[src/cfhr_pkg.sv]
package cfhr_pkg;

  // Register offsets on the control port
  localparam logic [7:0] CFHR_FILT_OFS  = 8'h0c;
  localparam logic [7:0] CFHR_DETA_OFS  = 8'h0d;
  localparam logic [7:0] CFHR_DETB_OFS  = 8'h0e;
  localparam logic [7:0] CFHR_UNMAPPED  = 8'h00;

  // Values after reset
  localparam logic [7:0] CFHR_FILT_RST  = 8'h00;
  localparam logic [1:0] CFHR_TYPE_RST  = 2'h0;
  localparam logic [2:0] CFHR_JDEB_RST  = 3'h0;
  localparam logic [1:0] CFHR_BDEB_RST  = 2'h0;
  localparam logic [2:0] CFHR_DRV_RST   = 3'h0;

  // Field positions, detection register A
  localparam int CFHR_A_EN    = 7;
  localparam int CFHR_A_TYPE  = 5;
  localparam int CFHR_A_JDEB  = 2;
  localparam int CFHR_A_BDEB  = 0;
  // Field positions, detection register B
  localparam int CFHR_B_CAP   = 7;
  localparam int CFHR_B_FDIFF = 6;
  localparam int CFHR_B_BTN   = 5;
  localparam int CFHR_B_HS    = 4;
  localparam int CFHR_B_PDIFF = 3;
  localparam logic [2:0] CFHR_B_RSVD = 3'h0;

  // Headset type codes
  localparam logic [1:0] CFHR_HS_NONE  = 2'h0;
  localparam logic [1:0] CFHR_HS_NOMIC = 2'h1;
  localparam logic [1:0] CFHR_HS_MIC   = 2'h3;

  // Debounce codes
  localparam logic [2:0] CFHR_JDEB_MAX = 3'h5;
  localparam logic [1:0] CFHR_BDEB_OFF = 2'h0;

  // Time base: one millisecond at the core clock
  localparam int unsigned CFHR_CLK_PERIOD_PS = 4000;
  localparam int unsigned CFHR_MS_TIME_PS    = 1000000000;
  localparam int unsigned CFHR_MS_CYCLES     = CFHR_MS_TIME_PS / CFHR_CLK_PERIOD_PS;
  localparam int          CFHR_TICKS         = 7;
  // Every interval is eight sampling ticks long
  localparam logic [3:0]  CFHR_DEB_SAMPLES   = 4'h8;

endpackage : cfhr_pkg

[src/cfhr_tick.sv]
`timescale 1ns/1ps
module cfhr_tick
  import cfhr_pkg::*;
#(
  parameter int unsigned MS_CYCLES = CFHR_MS_CYCLES
) (
  input  wire logic                  clk,  // Core clock
  input  wire logic                  rst,  // Synchronous reset
  output logic      [CFHR_TICKS-1:0] tick  // Pulse every 2**k ms
);

  logic [31:0] div_r;
  logic [5:0]  ms_r;
  logic        ms_w;

  assign ms_w = (div_r == 32'(MS_CYCLES - 1));

  // Millisecond divider and binary ms counter
  always_ff @(posedge clk) begin
    if (rst || ms_w) begin
      div_r <= 32'h0;
    end else begin
      div_r <= div_r + 32'h1;
    end
    if (rst) begin
      ms_r <= 6'h0;
    end else if (ms_w) begin
      ms_r <= ms_r + 6'h1;
    end
  end

  // Power-of-two ticks share one counter so they stay phase aligned
  always_comb begin
    tick[0] = ms_w;
    for (int k = 1; k < CFHR_TICKS; k++) begin
      tick[k] = ms_w && ((ms_r & 6'((1 << k) - 1)) == 6'h0);
    end
  end

endmodule : cfhr_tick

[src/cfhr_debounce.sv]
`timescale 1ns/1ps
module cfhr_debounce
  import cfhr_pkg::*;
#(
  parameter int W = 1
) (
  input  wire logic         clk,     // Core clock
  input  wire logic         rst,     // Synchronous reset
  input  wire logic         clr,     // Hold idle, output zero
  input  wire logic         tick,    // Sampling tick
  input  wire logic         bypass,  // No debounce, follow input
  input  wire logic [W-1:0] din,     // Raw level
  output logic      [W-1:0] dout     // Debounced level
);

  logic [W-1:0] cand_r;
  logic [3:0]   cnt_r;

  // A level is accepted only after eight equal samples in a row
  always_ff @(posedge clk) begin
    if (rst || clr) begin
      cand_r <= '0;
      cnt_r  <= 4'h0;
      dout   <= '0;
    end else if (bypass) begin
      cand_r <= din;
      cnt_r  <= 4'h0;
      dout   <= din;
    end else if (tick) begin
      if (din != cand_r) begin
        cand_r <= din;
        cnt_r  <= 4'h1;
      end else if (cnt_r != CFHR_DEB_SAMPLES) begin
        cnt_r <= cnt_r + 4'h1;
        if (cnt_r + 4'h1 == CFHR_DEB_SAMPLES) begin
          dout <= cand_r;
        end
      end
    end
  end

endmodule : cfhr_debounce

[src/cfhr_regs.sv]
`timescale 1ns/1ps
module cfhr_regs
  import cfhr_pkg::*;
#(
  parameter int unsigned MS_CYCLES = CFHR_MS_CYCLES
) (
  input  wire logic       clk,             // Core clock, 250 MHz
  input  wire logic       rst,             // Synchronous reset, active high
  input  wire logic [7:0] reg_addr,        // Register offset
  input  wire logic       reg_wr,          // Write strobe
  input  wire logic [7:0] reg_wdata,       // Write data
  input  wire logic       reg_rd,          // Read strobe
  output logic      [7:0] reg_rdata,       // Read data
  output logic            reg_rvalid,      // Read data valid pulse
  input  wire logic       jack_in,         // Headset plug sensed
  input  wire logic       jack_mic,        // Microphone sensed on plug
  input  wire logic       button_in,       // Button level sensed
  output logic      [1:0] adc_hpf_left,    // Left ADC high-pass select
  output logic      [1:0] adc_hpf_right,   // Right ADC high-pass select
  output logic            dac_fx_left,     // Left DAC effects enable
  output logic            dac_deemph_left, // Left DAC de-emphasis enable
  output logic            dac_fx_right,    // Right DAC effects enable
  output logic            dac_deemph_right,// Right DAC de-emphasis enable
  output logic            drv_ac_coupled,  // High-power outputs ac-coupled
  output logic            drv_full_diff,   // Fully differential outputs
  output logic            drv_pseudo_diff, // Pseudodifferential outputs
  output logic      [1:0] headset_type,    // Detected headset type
  output logic            headset_flag,    // Headset present
  output logic            button_flag      // Sticky button press
);

  // Pick one tick of the power-of-two set
  function automatic logic tick_pick(input logic [CFHR_TICKS-1:0] t,
                                     input logic [2:0]            idx);
    tick_pick = t[idx];
  endfunction : tick_pick

  // Software state
  logic [7:0] filt_r;
  logic       det_en_r;
  logic [2:0] jdeb_r;
  logic [1:0] bdeb_r;
  logic       cap_r;
  logic       fdiff_r;
  logic       pdiff_r;
  // Hardware state
  logic [1:0] type_r;
  logic       hs_r;
  logic       btn_r;
  logic       btn_prev_r;
  logic [7:0] rdata_r;
  logic       rvalid_r;

  // Address decode
  logic hit_filt_w;
  logic hit_deta_w;
  logic hit_detb_w;
  assign hit_filt_w = (reg_addr == CFHR_FILT_OFS);
  assign hit_deta_w = (reg_addr == CFHR_DETA_OFS);
  assign hit_detb_w = (reg_addr == CFHR_DETB_OFS);

  logic wr_filt_w;
  logic wr_deta_w;
  logic wr_detb_w;
  logic rd_detb_w;
  assign wr_filt_w = reg_wr && hit_filt_w;
  assign wr_deta_w = reg_wr && hit_deta_w;
  assign wr_detb_w = reg_wr && hit_detb_w;
  assign rd_detb_w = reg_rd && hit_detb_w;

  // Read views of the three registers
  logic [7:0] view_filt_w;
  logic [7:0] view_deta_w;
  logic [7:0] view_detb_w;
  logic [7:0] rd_mux_w;
  assign view_filt_w = filt_r;
  assign view_deta_w = {det_en_r, type_r, jdeb_r, bdeb_r};
  assign view_detb_w = {cap_r, fdiff_r, btn_r, hs_r, pdiff_r, CFHR_B_RSVD};

  always_comb begin
    if (hit_filt_w) begin
      rd_mux_w = view_filt_w;
    end else if (hit_deta_w) begin
      rd_mux_w = view_deta_w;
    end else if (hit_detb_w) begin
      rd_mux_w = view_detb_w;
    end else begin
      rd_mux_w = CFHR_UNMAPPED;
    end
  end

  // Time base
  logic [CFHR_TICKS-1:0] ticks_w;

  cfhr_tick #(
    .MS_CYCLES (MS_CYCLES)
  ) u_tick (
    .clk  (clk),
    .rst  (rst),
    .tick (ticks_w)
  );

  // Tick selection; reserved jack codes clamp to the longest interval
  logic [2:0] jidx_w;
  logic [2:0] bidx_w;
  logic       jtick_w;
  logic       btick_w;
  assign jidx_w  = (jdeb_r > CFHR_JDEB_MAX) ? CFHR_JDEB_MAX + 3'h1 : jdeb_r + 3'h1;
  // Code 00 bypasses the debouncer; keep its tick index in range anyway
  assign bidx_w  = (bdeb_r == CFHR_BDEB_OFF) ? 3'h0 : {1'b0, bdeb_r} - 3'h1;
  assign jtick_w = tick_pick(ticks_w, jidx_w);
  assign btick_w = tick_pick(ticks_w, bidx_w);

  // Detection idles while disabled
  logic det_idle_w;
  assign det_idle_w = !det_en_r;

  logic [1:0] jack_deb_w;
  logic       btn_deb_w;

  cfhr_debounce #(
    .W (2)
  ) u_jack (
    .clk    (clk),
    .rst    (rst),
    .clr    (det_idle_w),
    .tick   (jtick_w),
    .bypass (1'b0),
    .din    ({jack_in, jack_mic}),
    .dout   (jack_deb_w)
  );

  // A press only counts with a headset present
  cfhr_debounce #(
    .W (1)
  ) u_button (
    .clk    (clk),
    .rst    (rst),
    .clr    (det_idle_w || !hs_r),
    .tick   (btick_w),
    .bypass (bdeb_r == CFHR_BDEB_OFF),
    .din    (button_in),
    .dout   (btn_deb_w)
  );

  // Type code from the debounced plug and mic levels
  logic [1:0] type_nxt;
  assign type_nxt = !jack_deb_w[1] ? CFHR_HS_NONE :
                    (jack_deb_w[0] ? CFHR_HS_MIC : CFHR_HS_NOMIC);

  logic press_w;
  assign press_w = btn_deb_w && !btn_prev_r;

  // Filter control register
  always_ff @(posedge clk) begin
    if (rst) begin
      filt_r <= CFHR_FILT_RST;
    end else if (wr_filt_w) begin
      filt_r <= reg_wdata;
    end
  end

  // Detection register A, writable fields
  always_ff @(posedge clk) begin
    if (rst) begin
      det_en_r <= 1'b0;
      jdeb_r   <= CFHR_JDEB_RST;
      bdeb_r   <= CFHR_BDEB_RST;
    end else if (wr_deta_w) begin
      det_en_r <= reg_wdata[CFHR_A_EN];
      jdeb_r   <= reg_wdata[CFHR_A_JDEB +: 3];
      bdeb_r   <= reg_wdata[CFHR_A_BDEB +: 2];
    end
  end

  // Detection register B, driver configuration; read-only bits ignore writes
  always_ff @(posedge clk) begin
    if (rst) begin
      {cap_r, fdiff_r, pdiff_r} <= CFHR_DRV_RST;
    end else if (wr_detb_w) begin
      cap_r   <= reg_wdata[CFHR_B_CAP];
      fdiff_r <= reg_wdata[CFHR_B_FDIFF];
      pdiff_r <= reg_wdata[CFHR_B_PDIFF];
    end
  end

  // Results follow the debouncer, so they move only on settled levels
  always_ff @(posedge clk) begin
    if (rst) begin
      type_r     <= CFHR_TYPE_RST;
      hs_r       <= 1'b0;
      btn_prev_r <= 1'b0;
    end else begin
      type_r     <= type_nxt;
      hs_r       <= jack_deb_w[1];
      btn_prev_r <= btn_deb_w;
    end
  end

  // Sticky press flag: a press in the read cycle wins over the clear
  always_ff @(posedge clk) begin
    if (rst) begin
      btn_r <= 1'b0;
    end else if (press_w) begin
      btn_r <= 1'b1;
    end else if (rd_detb_w) begin
      btn_r <= 1'b0;
    end
  end

  // Registered read port, data one cycle after the strobe
  always_ff @(posedge clk) begin
    if (rst) begin
      rdata_r  <= 8'h00;
      rvalid_r <= 1'b0;
    end else begin
      rvalid_r <= reg_rd;
      if (reg_rd) begin
        rdata_r <= rd_mux_w;
      end
    end
  end

  // Outputs straight from flops
  assign reg_rdata        = rdata_r;
  assign reg_rvalid       = rvalid_r;
  assign adc_hpf_left     = filt_r[7:6];
  assign adc_hpf_right    = filt_r[5:4];
  assign dac_fx_left      = filt_r[3];
  assign dac_deemph_left  = filt_r[2];
  assign dac_fx_right     = filt_r[1];
  assign dac_deemph_right = filt_r[0];
  assign drv_ac_coupled   = cap_r;
  assign drv_full_diff    = fdiff_r;
  assign drv_pseudo_diff  = pdiff_r;
  assign headset_type     = type_r;
  assign headset_flag     = hs_r;
  assign button_flag      = btn_r;

endmodule : cfhr_regs

[config.mk]
export PLATFORM = sky130hd
export DESIGN_NAME = cfhr_regs
export DESIGN_NICKNAME = d
export VERILOG_FILES = /design/src/cfhr_pkg.sv /design/src/cfhr_tick.sv /design/src/cfhr_debounce.sv /design/src/cfhr_regs.sv
export SDC_FILE = /design/constraint.sdc
export NUM_CORES = 1
export LEC_CHECK = 0
export ABC_CLOCK_PERIOD_IN_PS = 2300
export BUFFER_PORTS_ARGS = -buffer_cell sky130_fd_sc_hd__buf_4
export CAP_MARGIN = 0
export CORE_ASPECT_RATIO = 0.9
export CORE_MARGIN = 5
export CORE_UTILIZATION = 23
export CTS_CLUSTER_DIAMETER = 60
export CTS_CLUSTER_SIZE = 25
export DETAILED_ROUTE_END_ITERATION = 7
export PLACE_DENSITY = 0.44
export REMOVE_ABC_BUFFERS = 1
export SETUP_SLACK_MARGIN = 0.2
export SLEW_MARGIN = 20
export SYNTH_ARGS = -nofsm -noshare
export SYNTH_HDL_FRONTEND = slang
export SYNTH_SLANG_ARGS = --single-unit
[constraint.sdc]
create_clock -name clk -period 2.3 [get_ports clk]
set_input_delay 0 -clock clk [delete_from_list [all_inputs] [get_ports clk]]
set_output_delay 0 -clock clk [all_outputs]
set_load 0.02 [all_outputs]
==> results.tsv, run 1 <==
stage	metric	value	unit
finish	drive_above_1_share	22.24	%
critical_path	worstSetupStartpointType	flop	
critical_path	regToRegSetupSlack	0.23	ns
clock_tree	clock_latency	0.35	ns
synthesis	seq_area_frac_synth	43.07	%
flow_run	cap_violations	0	
die	core	16670	µm²
sta	fin_crit	2.071	ns
sta	clock_skew	0.01062	ns
synthesis	synth_xor_area_share	8.628	%
drt	first_pass_iters	5	
sta	finalSetupViolations	0	
critical_path	required	2.54	ns
global_routing	grt_pass1_vias	3344	
hold_path	worstHoldPathCells	3	
critical_path	max_stage_delay	0.56	ns
critical_path	crit_fanout	4	
synthesis	synthSimpleGateAreaFrac	29.45	%
die	initial_core_util	23.15	%
outcome	status	complete, no violations	
critical_path	r2r-start	jdeb_r[1]$_SDFFE_PP0P_	
finish	mostFrequentLayoutCell	dfxtp_1	
synthesis	ys_ff_latch	83	
hold_path	hold_path.class	in -> reg	
synthesis	syn_area	3857	µm²
clock_tree	cts_tree	done	
finish	diodes	0	
clock_tree	ctsRootBufferMaster	clkbuf_16	
global_routing	grt_start_max_net_pins	41	
place	port_buffers	46	
critical_path	r2r-end	u_jack.dout[0]$_SDFFE_PP0P_	
synthesis	synth_fa_ha_area_share	3.244	%
drt	routed_wl	10310	µm
hold_path	holdCritStartpoint	reg_wr	
global_routing	gr-total-overflow	0	
finish	finalNetCount	572	
place	dp_slack	0.1215	ns
drt	drc_errors	0	
sta	finalWorstSetupSlack	0.2293	ns
global_routing	grt_pass1_wl	16930	µm
drt	ant_nets	0	
synthesis	syn_inst	463	
critical_path	crit_slowest_cell	or4_4	
drt	drtIter0Drc	177	
die	die-area	19470	µm²
die	die_w	146.5	µm
global_routing	grtUsageTotal	10.66	%
drt	vias	3469	
die	die-height	132.9	µm
sta	whs	0.03150	ns
drt	vias_per_cell	4.595	
clock_tree	clock_sinks	83	
power_and_ir_drop	totalPowerFinal	0.003123	W
critical_path	critical_path.cell_chain	inv_2 > ha_4 > o21bai_1 > a21oi_2 > nand3_2 > o22a_1 > or4_4 > mux2i_1	
sta	finalMaxSlewViolations	0	
global_routing	antenna_found_initial	0	
power_and_ir_drop	p_per_area	604.9	nW/µm²
synthesis	synth_edf_count	0	
sta	fin_crit_sh	90.03	%
finish	final_cell_mix	dfxtp_1, buf_4, nor2_1	
synthesis	synth_compound_area_share	11.26	%
sta	final-hold-violation-count	0	
clock_tree	clock_path_buffers	2	
die	num_rows	45	
critical_path	crit_cells	8	
sta	tns	0	ns
sta	rsz0062_at_grt	yes	
sta	slew_headroom	52.80	%
place	gp_congestion	0.8229	
sta	worst_slew_pin_slew	0.7050	ns
critical_path	cp-end-kind	flop	
finish	area_growth	33.83	%
hold_path	hold_path_end	filt_r[3]$_SDFFE_PP0P_	
clock_tree	htree_num_levels	3	
synthesis	async_reset_ff_share	0	%
critical_path	critical_path_class	reg -> reg	
die	ios	47	
drt	wire_per_inst	13.66	µm
synthesis	yosysUniqueCellTypes	52	
synthesis	synth_top_family_by_area	simple AND/OR/NAND/NOR gates	
sta	fmax	0.4829	GHz
critical_path	reg2reg_depth	8	
synthesis	synth_warnings	0	
critical_path	crit_family	simple AND/OR/NAND/NOR gates	
synthesis	avgSynthCellArea	8.331	µm²
power_and_ir_drop	total_leakage_power	1.882	nW
clock_tree	clk_pin_slew	0.07	ns
synthesis	synth.area.mux_share	1.330	%
clock_tree	cts_inserted_buffers	9	
critical_path	worstPathArrival	2.31	ns
critical_path	crit_buf_inv	1	
power_and_ir_drop	peakVddDrop	0.0004074	V
synthesis	ys.flop_type	dfxtp_1	
place	hpwl	7101	µm
==> cell usage after synthesis, drive strengths merged, types with 11 or more instances <==
master	n	area [µm²]
nand3	39	195.2
dfxtp	83	1662
inv	15	56.30
and3	11	68.82
clkbuf	13	48.80
xor2	18	157.7
a21oi	28	140.1
xnor2	20	175.2
nand2	56	210.2
nand4	12	81.33
nor2	63	236.5
o21ai	11	55.05
==> flip-flops by register name, indices dropped and copies added, names as in the netlist, 2 cells and up <==
name / flops
bdeb_r: 2
filt_r: 8
headset_type: 2
jdeb_r: 3
reg_rdata: 8
u_button.cnt_r: 4
u_jack.cand_r: 2
u_jack.cnt_r: 4
u_jack.dout: 2
u_tick.div_r: 32
u_tick.ms_r: 6
==> worst max path at each step <==
stage / from / to / slack, ns
6_report: jdeb_r[1]$_SDFFE_PP0P_ / u_jack.dout[0]$_SDFFE_PP0P_ / 0.23
4_1_cts: jdeb_r[1]$_SDFFE_PP0P_ / u_jack.dout[0]$_SDFFE_PP0P_ / 0.22
3_3_place_gp: jdeb_r[1]$_SDFFE_PP0P_ / u_jack.dout[1]$_SDFFE_PP0P_ / 0.21
2_1_floorplan: u_tick.div_r[0]$_SDFF_PP0_ / u_jack.dout[0]$_SDFFE_PP0P_ / 0.11
5_1_grt: u_tick.div_r[6]$_SDFF_PP0_ / u_jack.dout[0]$_SDFFE_PP0P_ / 0.15
3_5_place_dp: jdeb_r[0]$_SDFFE_PP0P_ / u_jack.dout[0]$_SDFFE_PP0P_ / 0.12
==> per-layer routing <==
layer  vias up  global-route usage (%)  part of all wire [%]
li1       1773                       -                     -
met1      1633                   14.69                    51
met2        48                   15.81                    43
met3        15                   3.459                   3.5
met4         0                   3.344                   1.8
met5         -                       0                     0
==> cells by family after synthesis <==
kind of cell | count (synthesis)
adder cells (fa/ha/maj) | 10
flip-flops | 83
AO/OA/AOI/OAI | 69
multiplexers | 5
XOR/XNOR | 38
buffers and inverters | 31
AND/OR/NAND/NOR | 227
==> where the power goes <==
part	internal [W]	switching, W
logic	0.0000715	0.0000773
clock network	0.000859	0.000660
registers	0.00145	0.00000963
total	0.00238	0.000747
==> worst register-to-register path, stage by stage, from the launching register on <==
cell	delay, ns
dfxtp_4	0.37
inv_2	0.05
ha_4	0.16
o21bai_1	0.16
a21oi_2	0.19
nand3_2	0.11
o22a_1	0.24
or4_4	0.56
mux2i_1	0.13
==> cell type report <==
cell class	instances	area [µm²]
timing repair buffer	80	646.9
multi-input combinational	349	2205
fill	1754	11500
clock buffer	9	225.2
tap	211	264.0
sequential	83	1680
inverter	16	60.06
clock inverter	7	81.33
==> per-stage QoR <==
step,util (%),instance area (µm²),instances
2_1_floorplan,-,3801,448
3_3_place_gp,27.11,4518,717
3_5_place_dp,27.11,4518,717
4_1_cts,29.74,4956,745
5_1_grt,30.98,5162,755
6_report,30.98,5162,755
==> timing repair <==
item / in CTS / in global routing
hold buffers: 12 / 0
endpoints found under the hold margin: 23 / 0
pin swaps: 2 / 12
gates resized for setup: 4 / 33
endpoints found under the setup margin: 8 / 44
buffers inserted: 0 / 10
No activity file was read; power rests on OpenSTA's default activity.
==> inputs of run 2 (changes only) <==
--- a/config.mk
+++ b/config.mk
@@ -6,7 +6,7 @@
 export NUM_CORES = 1
 export LEC_CHECK = 0
 export ABC_CLOCK_PERIOD_IN_PS = 2300
-export BUFFER_PORTS_ARGS = -buffer_cell sky130_fd_sc_hd__buf_4
+export BUFFER_PORTS_ARGS = -buffer_cell sky130_fd_sc_hd__buf_2
 export CAP_MARGIN = 0
 export CORE_ASPECT_RATIO = 0.9
 export CORE_MARGIN = 5
==> run 2 against run 1 <==
  * Die area unchanged
  * Sequential cell count stayed put
  * Power is 1.7% lower
  * Register-to-register slack gained 0.06 ns
  * Worst setup slack improved by 0.055 ns
  * Global-route usage fell by 0.053 points
  * Clock power shrank 3%
  * Sequential share of layout area is 1.1 points higher
  * Routed wire length down 3.1%
  * Count of clock-buffer cells in the layout grew 1
  * Critical path depth is 1 higher
  * Combinational power decreased by 11%
==> results.tsv, run 2 (synthesis results as in run 1) <==
stage	metric	value	unit
critical_path	crit_family	simple AND/OR/NAND/NOR gates	
sta	final-hold-violation-count	0	
power_and_ir_drop	p_clk_share	48.2	%
power_and_ir_drop	switchingPower	0.0007097	W
finish	area_growth	29.48	%
place	gp_congestion	0.7663	
place	place_area	4403	µm²
critical_path	crit_cells	9	
drt	wl_met2	4355	µm
drt	routed_wl	9996	µm
clock_tree	cts_inserted_buffers	9	
finish	finalNetCount	565	
finish	diodes	0	
sta	finalMaxSlewViolations	0	
sta	fin_crit_sh	87.62	%
die	core	16670	µm²
sta	tns	0	ns
finish	regMostFlops	u_tick.div_r	
die	die-height	132.9	µm
sta	worst_slew_pin_slew	0.6906	ns
global_routing	grt_pass1_wl	16890	µm
critical_path	r2r-end	u_jack.dout[1]$_SDFFE_PP0P_	
critical_path	worstSetupStartpointType	flop	
finish	largest_reg_flops	32	
sta	clock_skew	0.005713	ns
drt	vias	3475	
critical_path	worstPathArrival	2.25	ns
hold_path	hold_path.class	in -> reg	
clock_tree	clock_latency	0.34	ns
global_routing	antenna_found_initial	0	
critical_path	crit_slowest_cell	or4_4	
place	port_buffers	46	
drt	ant_nets	0	
place	hpwl	7154	µm
power_and_ir_drop	p_per_area	614.5	nW/µm²
critical_path	required	2.53	ns
critical_path	regToRegSetupSlack	0.28	ns
drt	highest_layer	met4	
drt	m1WireLength	4909	µm
critical_path	crit_top_cell	inv_1	
drt	first_pass_iters	4	
drt	wire_per_inst	13.36	µm
finish	final_area	4995	µm²
power_and_ir_drop	pwr-share-seq	47.5	%
die	initial_core_util	23.15	%
drt	drtIter0Drc	122	
power_and_ir_drop	peakVddDrop	0.0003298	V
finish	final_cell_mix	dfxtp_1, nor2_1, nand2_1	
clock_tree	ctsRootBufferMaster	clkbuf_16	
finish	mostFrequentLayoutCell	dfxtp_1	
clock_tree	clock_path_buffers	2	
global_routing	grt_pass1_vias	3341	
clock_tree	htree_num_levels	3	
global_routing	grt_start_max_net_pins	38	
global_routing	grtUsageTotal	10.61	%
power_and_ir_drop	p_int	0.002360	W
die	ios	47	
sta	fin_crit	2.015	ns
critical_path	critPathLaunch	jdeb_r[1]$_SDFFE_PP0P_	
critical_path	critical_path_class	reg -> reg	
sta	slew_headroom	53.76	%
place	dpl.cell_count	717	
clock_tree	clock_sinks	83	
critical_path	critical_path.cell_chain	inv_1 > ha_4 > inv_1 > o22ai_1 > a222oi_1 > buf_4 > o22a_1 > or4_4 > mux2i_1	
clock_tree	clk_pin_slew	0.07	ns
drt	drc_errors	0	
finish	drive_above_1_share	21.97	%
sta	finalSetupViolations	0	
critical_path	cp-end-kind	flop	
flow_run	cap_violations	0	
die	num_rows	45	
sta	rsz0062_at_grt	no	
critical_path	r2r-start	jdeb_r[1]$_SDFFE_PP0P_	
power_and_ir_drop	switching_share	23.12	%
drt	wl_met3	597	µm
drt	vias_per_cell	4.646	
finish	fin_cells	748	
critical_path	reg2reg_depth	9	
critical_path	endpoint	u_jack.dout[1]$_SDFFE_PP0P_	
critical_path	max_stage_delay	0.45	ns
power_and_ir_drop	total_leakage_power	1.836	nW
critical_path	crit_buf_inv	3	
clock_tree	cts_tree	done	
sta	fmax	0.4962	GHz
finish	fill_cells	1773	
global_routing	gr-total-overflow	0	
critical_path	crit_fanout	4	
power_and_ir_drop	comb_power_share	4.3	%
die	die-area	19470	µm²
outcome	status	complete, no violations	
die	die_w	146.5	µm
-- run 2: cell types whose count changed in the layout (fill, tap and decap cells not counted), sizes merged --
cell | before | now
buf | 68 | 63
clkbuf | 9 | 10
inv | 19 | 17
dlygate4sd3 | 12 | 10
clkinv | 2 | 4
clkinvlp | 1 | 0
-- run 2: worst min-delay path: stages --
cell,delay (ns)
buf_2,0.15
mux2i_1,0.09
nor2_1,0.07
-- run 2: metrics by stage --
| step | setup slack (ns) | hold slack [ns] | total power, W | util [%] |
|---|---|---|---|---|
| floorplan | 0.1059 | 0.06669 | 0.001538 | - |
| global placement | 0.2308 | 0.2704 | 0.001608 | 26.42 |
| detailed placement | 0.1691 | 0.2758 | 0.001609 | 26.42 |
| CTS | 0.1935 | 0.006071 | 0.003128 | 28.87 |
| global route | 0.1872 | 0.02046 | 0.003207 | 29.97 |
| finish | 0.2847 | 0.0002377 | 0.003069 | 29.97 |
-- run 2: how the worst min path moves through the flow --
stage,depth (start not counted),slack (ns),end,start
after floorplan,1,0.07,reg_rvalid$_SDFF_PP0_,rst
after global placement,3,0.27,drv_full_diff$_SDFFE_PP0P_,reg_wdata[6]
after detailed placement,3,0.28,filt_r[6]$_SDFFE_PP0P_,reg_wdata[6]
after CTS,3,0.006,u_button.cand_r$_SDFFE_PP0P_,button_in
after global routing,3,0.02,u_button.dout$_SDFFE_PP0P_,button_in
final,3,0.0002,u_button.cand_r$_SDFFE_PP0P_,button_in
-- run 2: repair_timing --
action | in CTS | in global routing
gates resized for setup | 2 | 34
hold buffers | 10 | 0
endpoints found under the setup margin | 6 | 43
pin swaps | 2 | 9
gates cloned | 0 | 0
buffers inserted | 0 | 5
hold endpoints to repair | 19 | 0
-- run 2: power by group through the flow --
| stage | combinational, W | clock (W) | sequential [W] |
|---|---|---|---|
| 3_5_place_dp | 0.000119 | 0 | 0.00149 |
| 2_1_floorplan | 0.0000392 | 0 | 0.00150 |
| 5_1_grt | 0.000148 | 0.00160 | 0.00146 |
| 6_report | 0.000133 | 0.00148 | 0.00146 |
| 4_1_cts | 0.000132 | 0.00154 | 0.00146 |
| 3_3_place_gp | 0.000118 | 0 | 0.00149 |
-- run 2: final cells by class --
class | count | area (µm²) | area share [%]
flip-flops and latches | 83 | 1683 | 33.69
repair buffers | 73 | 470.5 | 9.419
clock inverters | 6 | 73.82 | 1.478
clock buffers | 10 | 229.0 | 4.584
multi-input cells | 349 | 2215 | 44.34
inverters | 16 | 60.06 | 1.202
well taps | 211 | 264.0 | 5.286
-- run 2: routing by layer --
layer  GRT usage, %  up-vias
met1          14.37     1655
li1               -     1752
met5              0        -
met4          3.135        0
met3          3.801        9
met2          15.87       59
==> inputs of run 3 (changes only) <==
--- a/config.mk
+++ b/config.mk
@@ -8,13 +8,15 @@
 export ABC_CLOCK_PERIOD_IN_PS = 2300
 export BUFFER_PORTS_ARGS = -buffer_cell sky130_fd_sc_hd__buf_2
 export CAP_MARGIN = 0
+export CELL_PAD_IN_SITES_DETAIL_PLACEMENT = 0
+export CELL_PAD_IN_SITES_GLOBAL_PLACEMENT = 1
 export CORE_ASPECT_RATIO = 0.9
 export CORE_MARGIN = 5
 export CORE_UTILIZATION = 23
 export CTS_CLUSTER_DIAMETER = 60
 export CTS_CLUSTER_SIZE = 25
 export DETAILED_ROUTE_END_ITERATION = 7
-export PLACE_DENSITY = 0.44
+export PLACE_DENSITY = 0.52
 export REMOVE_ABC_BUFFERS = 1
 export SETUP_SLACK_MARGIN = 0.2
 export SLEW_MARGIN = 20
==> run 3 against run 2 <==
  * Power rose by 1.5%
  * Non-clock buffer count rose by 6
  * Combinational power barely moved
  * Clock skew barely moved
  * Die area did not move
  * Clock power rose by 3%
  * Critical path depth fell by 1
  * Routed wire length rose by 0.65%
  * Largest cell class unchanged
  * Highest routed layer unchanged
==> results.tsv, run 3 (synthesis results as in run 1) <==
stage	metric	value	unit
finish	regMostFlops	u_tick.div_r	
die	die-area	19470	µm²
place	gp_congestion	0.7795	
drt	routed_wl	10060	µm
finish	mostFrequentLayoutCell	dfxtp_1	
drt	vias	3460	
sta	fmax	0.4783	GHz
finish	final_area	4999	µm²
power_and_ir_drop	switchingPower	0.0006667	W
die	initial_core_util	23.15	%
sta	finalMaxSlewViolations	0	
finish	area_growth	29.58	%
global_routing	antenna_found_initial	0	
global_routing	grtUsageTotal	10.33	%
drt	vias_per_cell	4.589	
outcome	status	complete, no violations	
critical_path	worstPathArrival	2.32	ns
clock_tree	clock_sinks	83	
power_and_ir_drop	p_int	0.002448	W
critical_path	worstSetupStartpointType	flop	
finish	drive_above_1_share	20.99	%
sta	rsz0062_at_grt	yes	
clock_tree	cts_inserted_buffers	9	
power_and_ir_drop	switching_share	21.40	%
critical_path	cp-end-kind	flop	
sta	clock_skew	0.005879	ns
power_and_ir_drop	p_per_area	623.2	nW/µm²
power_and_ir_drop	pwr-share-seq	46.8	%
global_routing	grt_pass1_wl	16590	µm
sta	fin_crit	2.091	ns
critical_path	crit_fanout	6	
finish	final_cell_mix	dfxtp_1, nor2_1, nand2_1	
place	port_buffers	46	
sta	fin_crit_sh	90.91	%
die	core	16670	µm²
die	die-height	132.9	µm
clock_tree	clock_path_buffers	2	
drt	drtIter0Drc	189	
critical_path	required	2.53	ns
sta	final-hold-violation-count	0	
drt	wire_per_inst	13.34	µm
power_and_ir_drop	total_leakage_power	1.862	nW
clock_tree	cts_tree	done	
drt	first_pass_iters	4	
finish	largest_reg_flops	32	
clock_tree	htree_num_levels	3	
hold_path	hold_path.class	in -> reg	
die	num_rows	45	
place	place_area	4423	µm²
finish	finalNetCount	571	
die	die_w	146.5	µm
sta	tns	0	ns
global_routing	gr-total-overflow	0	
drt	drc_errors	0	
critical_path	critical_path_class	reg -> reg	
global_routing	grt_pass1_vias	3257	
power_and_ir_drop	p_clk_share	48.9	%
clock_tree	ctsRootBufferMaster	clkbuf_16	
power_and_ir_drop	comb_power_share	4.3	%
sta	finalSetupViolations	0	
sta	worst_slew_pin_slew	0.4711	ns
global_routing	grt_start_max_net_pins	38	
power_and_ir_drop	peakVddDrop	0.0003276	V
die	ios	47	
flow_run	cap_violations	0	
drt	ant_nets	0	
clock_tree	clock_latency	0.34	ns
finish	diodes	0	
clock_tree	clk_pin_slew	0.06	ns
sta	slew_headroom	68.59	%
place	hpwl	7161	µm
-- run 3: path summary, 6_finish.rpt --
path                              start                          end  slack, ns  cells after the start
max              jdeb_r[1]$_SDFFE_PP0P_  u_jack.dout[1]$_SDFFE_PP0P_       0.21                      8
min                         reg_addr[1]    reg_rdata[5]$_SDFFE_PP0P_       0.03                      4
max reg2reg      jdeb_r[1]$_SDFFE_PP0P_  u_jack.dout[1]$_SDFFE_PP0P_       0.21                      8
min reg2reg  u_tick.div_r[0]$_SDFF_PP0_   u_tick.div_r[0]$_SDFF_PP0_       0.45                      1
-- run 3: cell type report --
cell class | count | area, µm²
well taps | 211 | 264.0
clock buffers | 10 | 229.0
fillers | 1787 | 11670
repair buffers | 79 | 521.8
inverters | 16 | 62.56
clock inverters | 6 | 80.08
multi-input cells | 349 | 2168
flip-flops and latches | 83 | 1673
-- run 3: metrics by stage --
stage,power [W],cells,util (%),hold WS (ns),setup slack [ns]
final,0.003115,754,29.99,0.02838,0.2092
after global routing,0.003254,754,29.99,0.03779,0.1247
after CTS,0.003186,747,29.22,0.01760,0.1997
after detailed placement,0.001610,719,26.54,0.2619,0.04269
after global placement,0.001611,719,26.54,0.2665,0.1145
after floorplan,0.001538,448,-,0.06669,0.1059
-- run 3: per-layer routing --
layer  vias to the layer above  wire length [µm]  global-route usage (%)
met5                         -                 0                       0
met4                         0               161                   5.016
met3                         8               376                   1.952
met2                        54              4306                   14.89
met1                      1629              5216                   14.73
li1                       1769                 -                       -
-- run 3: what timing repair did --
item / 4_1_cts / 5_1_grt
gates resized for setup: 6 / 17
setup buffers: 1 / 7
pin swaps: 1 / 10
setup endpoints to repair: 8 / 15
hold buffers: 11 / 0
endpoints found under the hold margin: 20 / 0
-- run 3: power by group through the flow --
stage | Clock, W | Combinational (W) | Sequential, W
3_3_place_gp | 0 | 0.000121 | 0.00149
5_1_grt | 0.00165 | 0.000150 | 0.00146
2_1_floorplan | 0 | 0.0000392 | 0.00150
6_report | 0.00152 | 0.000134 | 0.00146
3_5_place_dp | 0 | 0.000120 | 0.00149
4_1_cts | 0.00159 | 0.000135 | 0.00146
-- run 3: critical path: stages, from the launching register on --
cell and delay, ns:
dfxtp_4 0.40, inv_4 0.04, ha_4 0.15, o21bai_4 0.16
a21oi_2 0.17, nand3_1 0.11, o22a_1 0.25, or4_4 0.56
mux2i_1 0.13
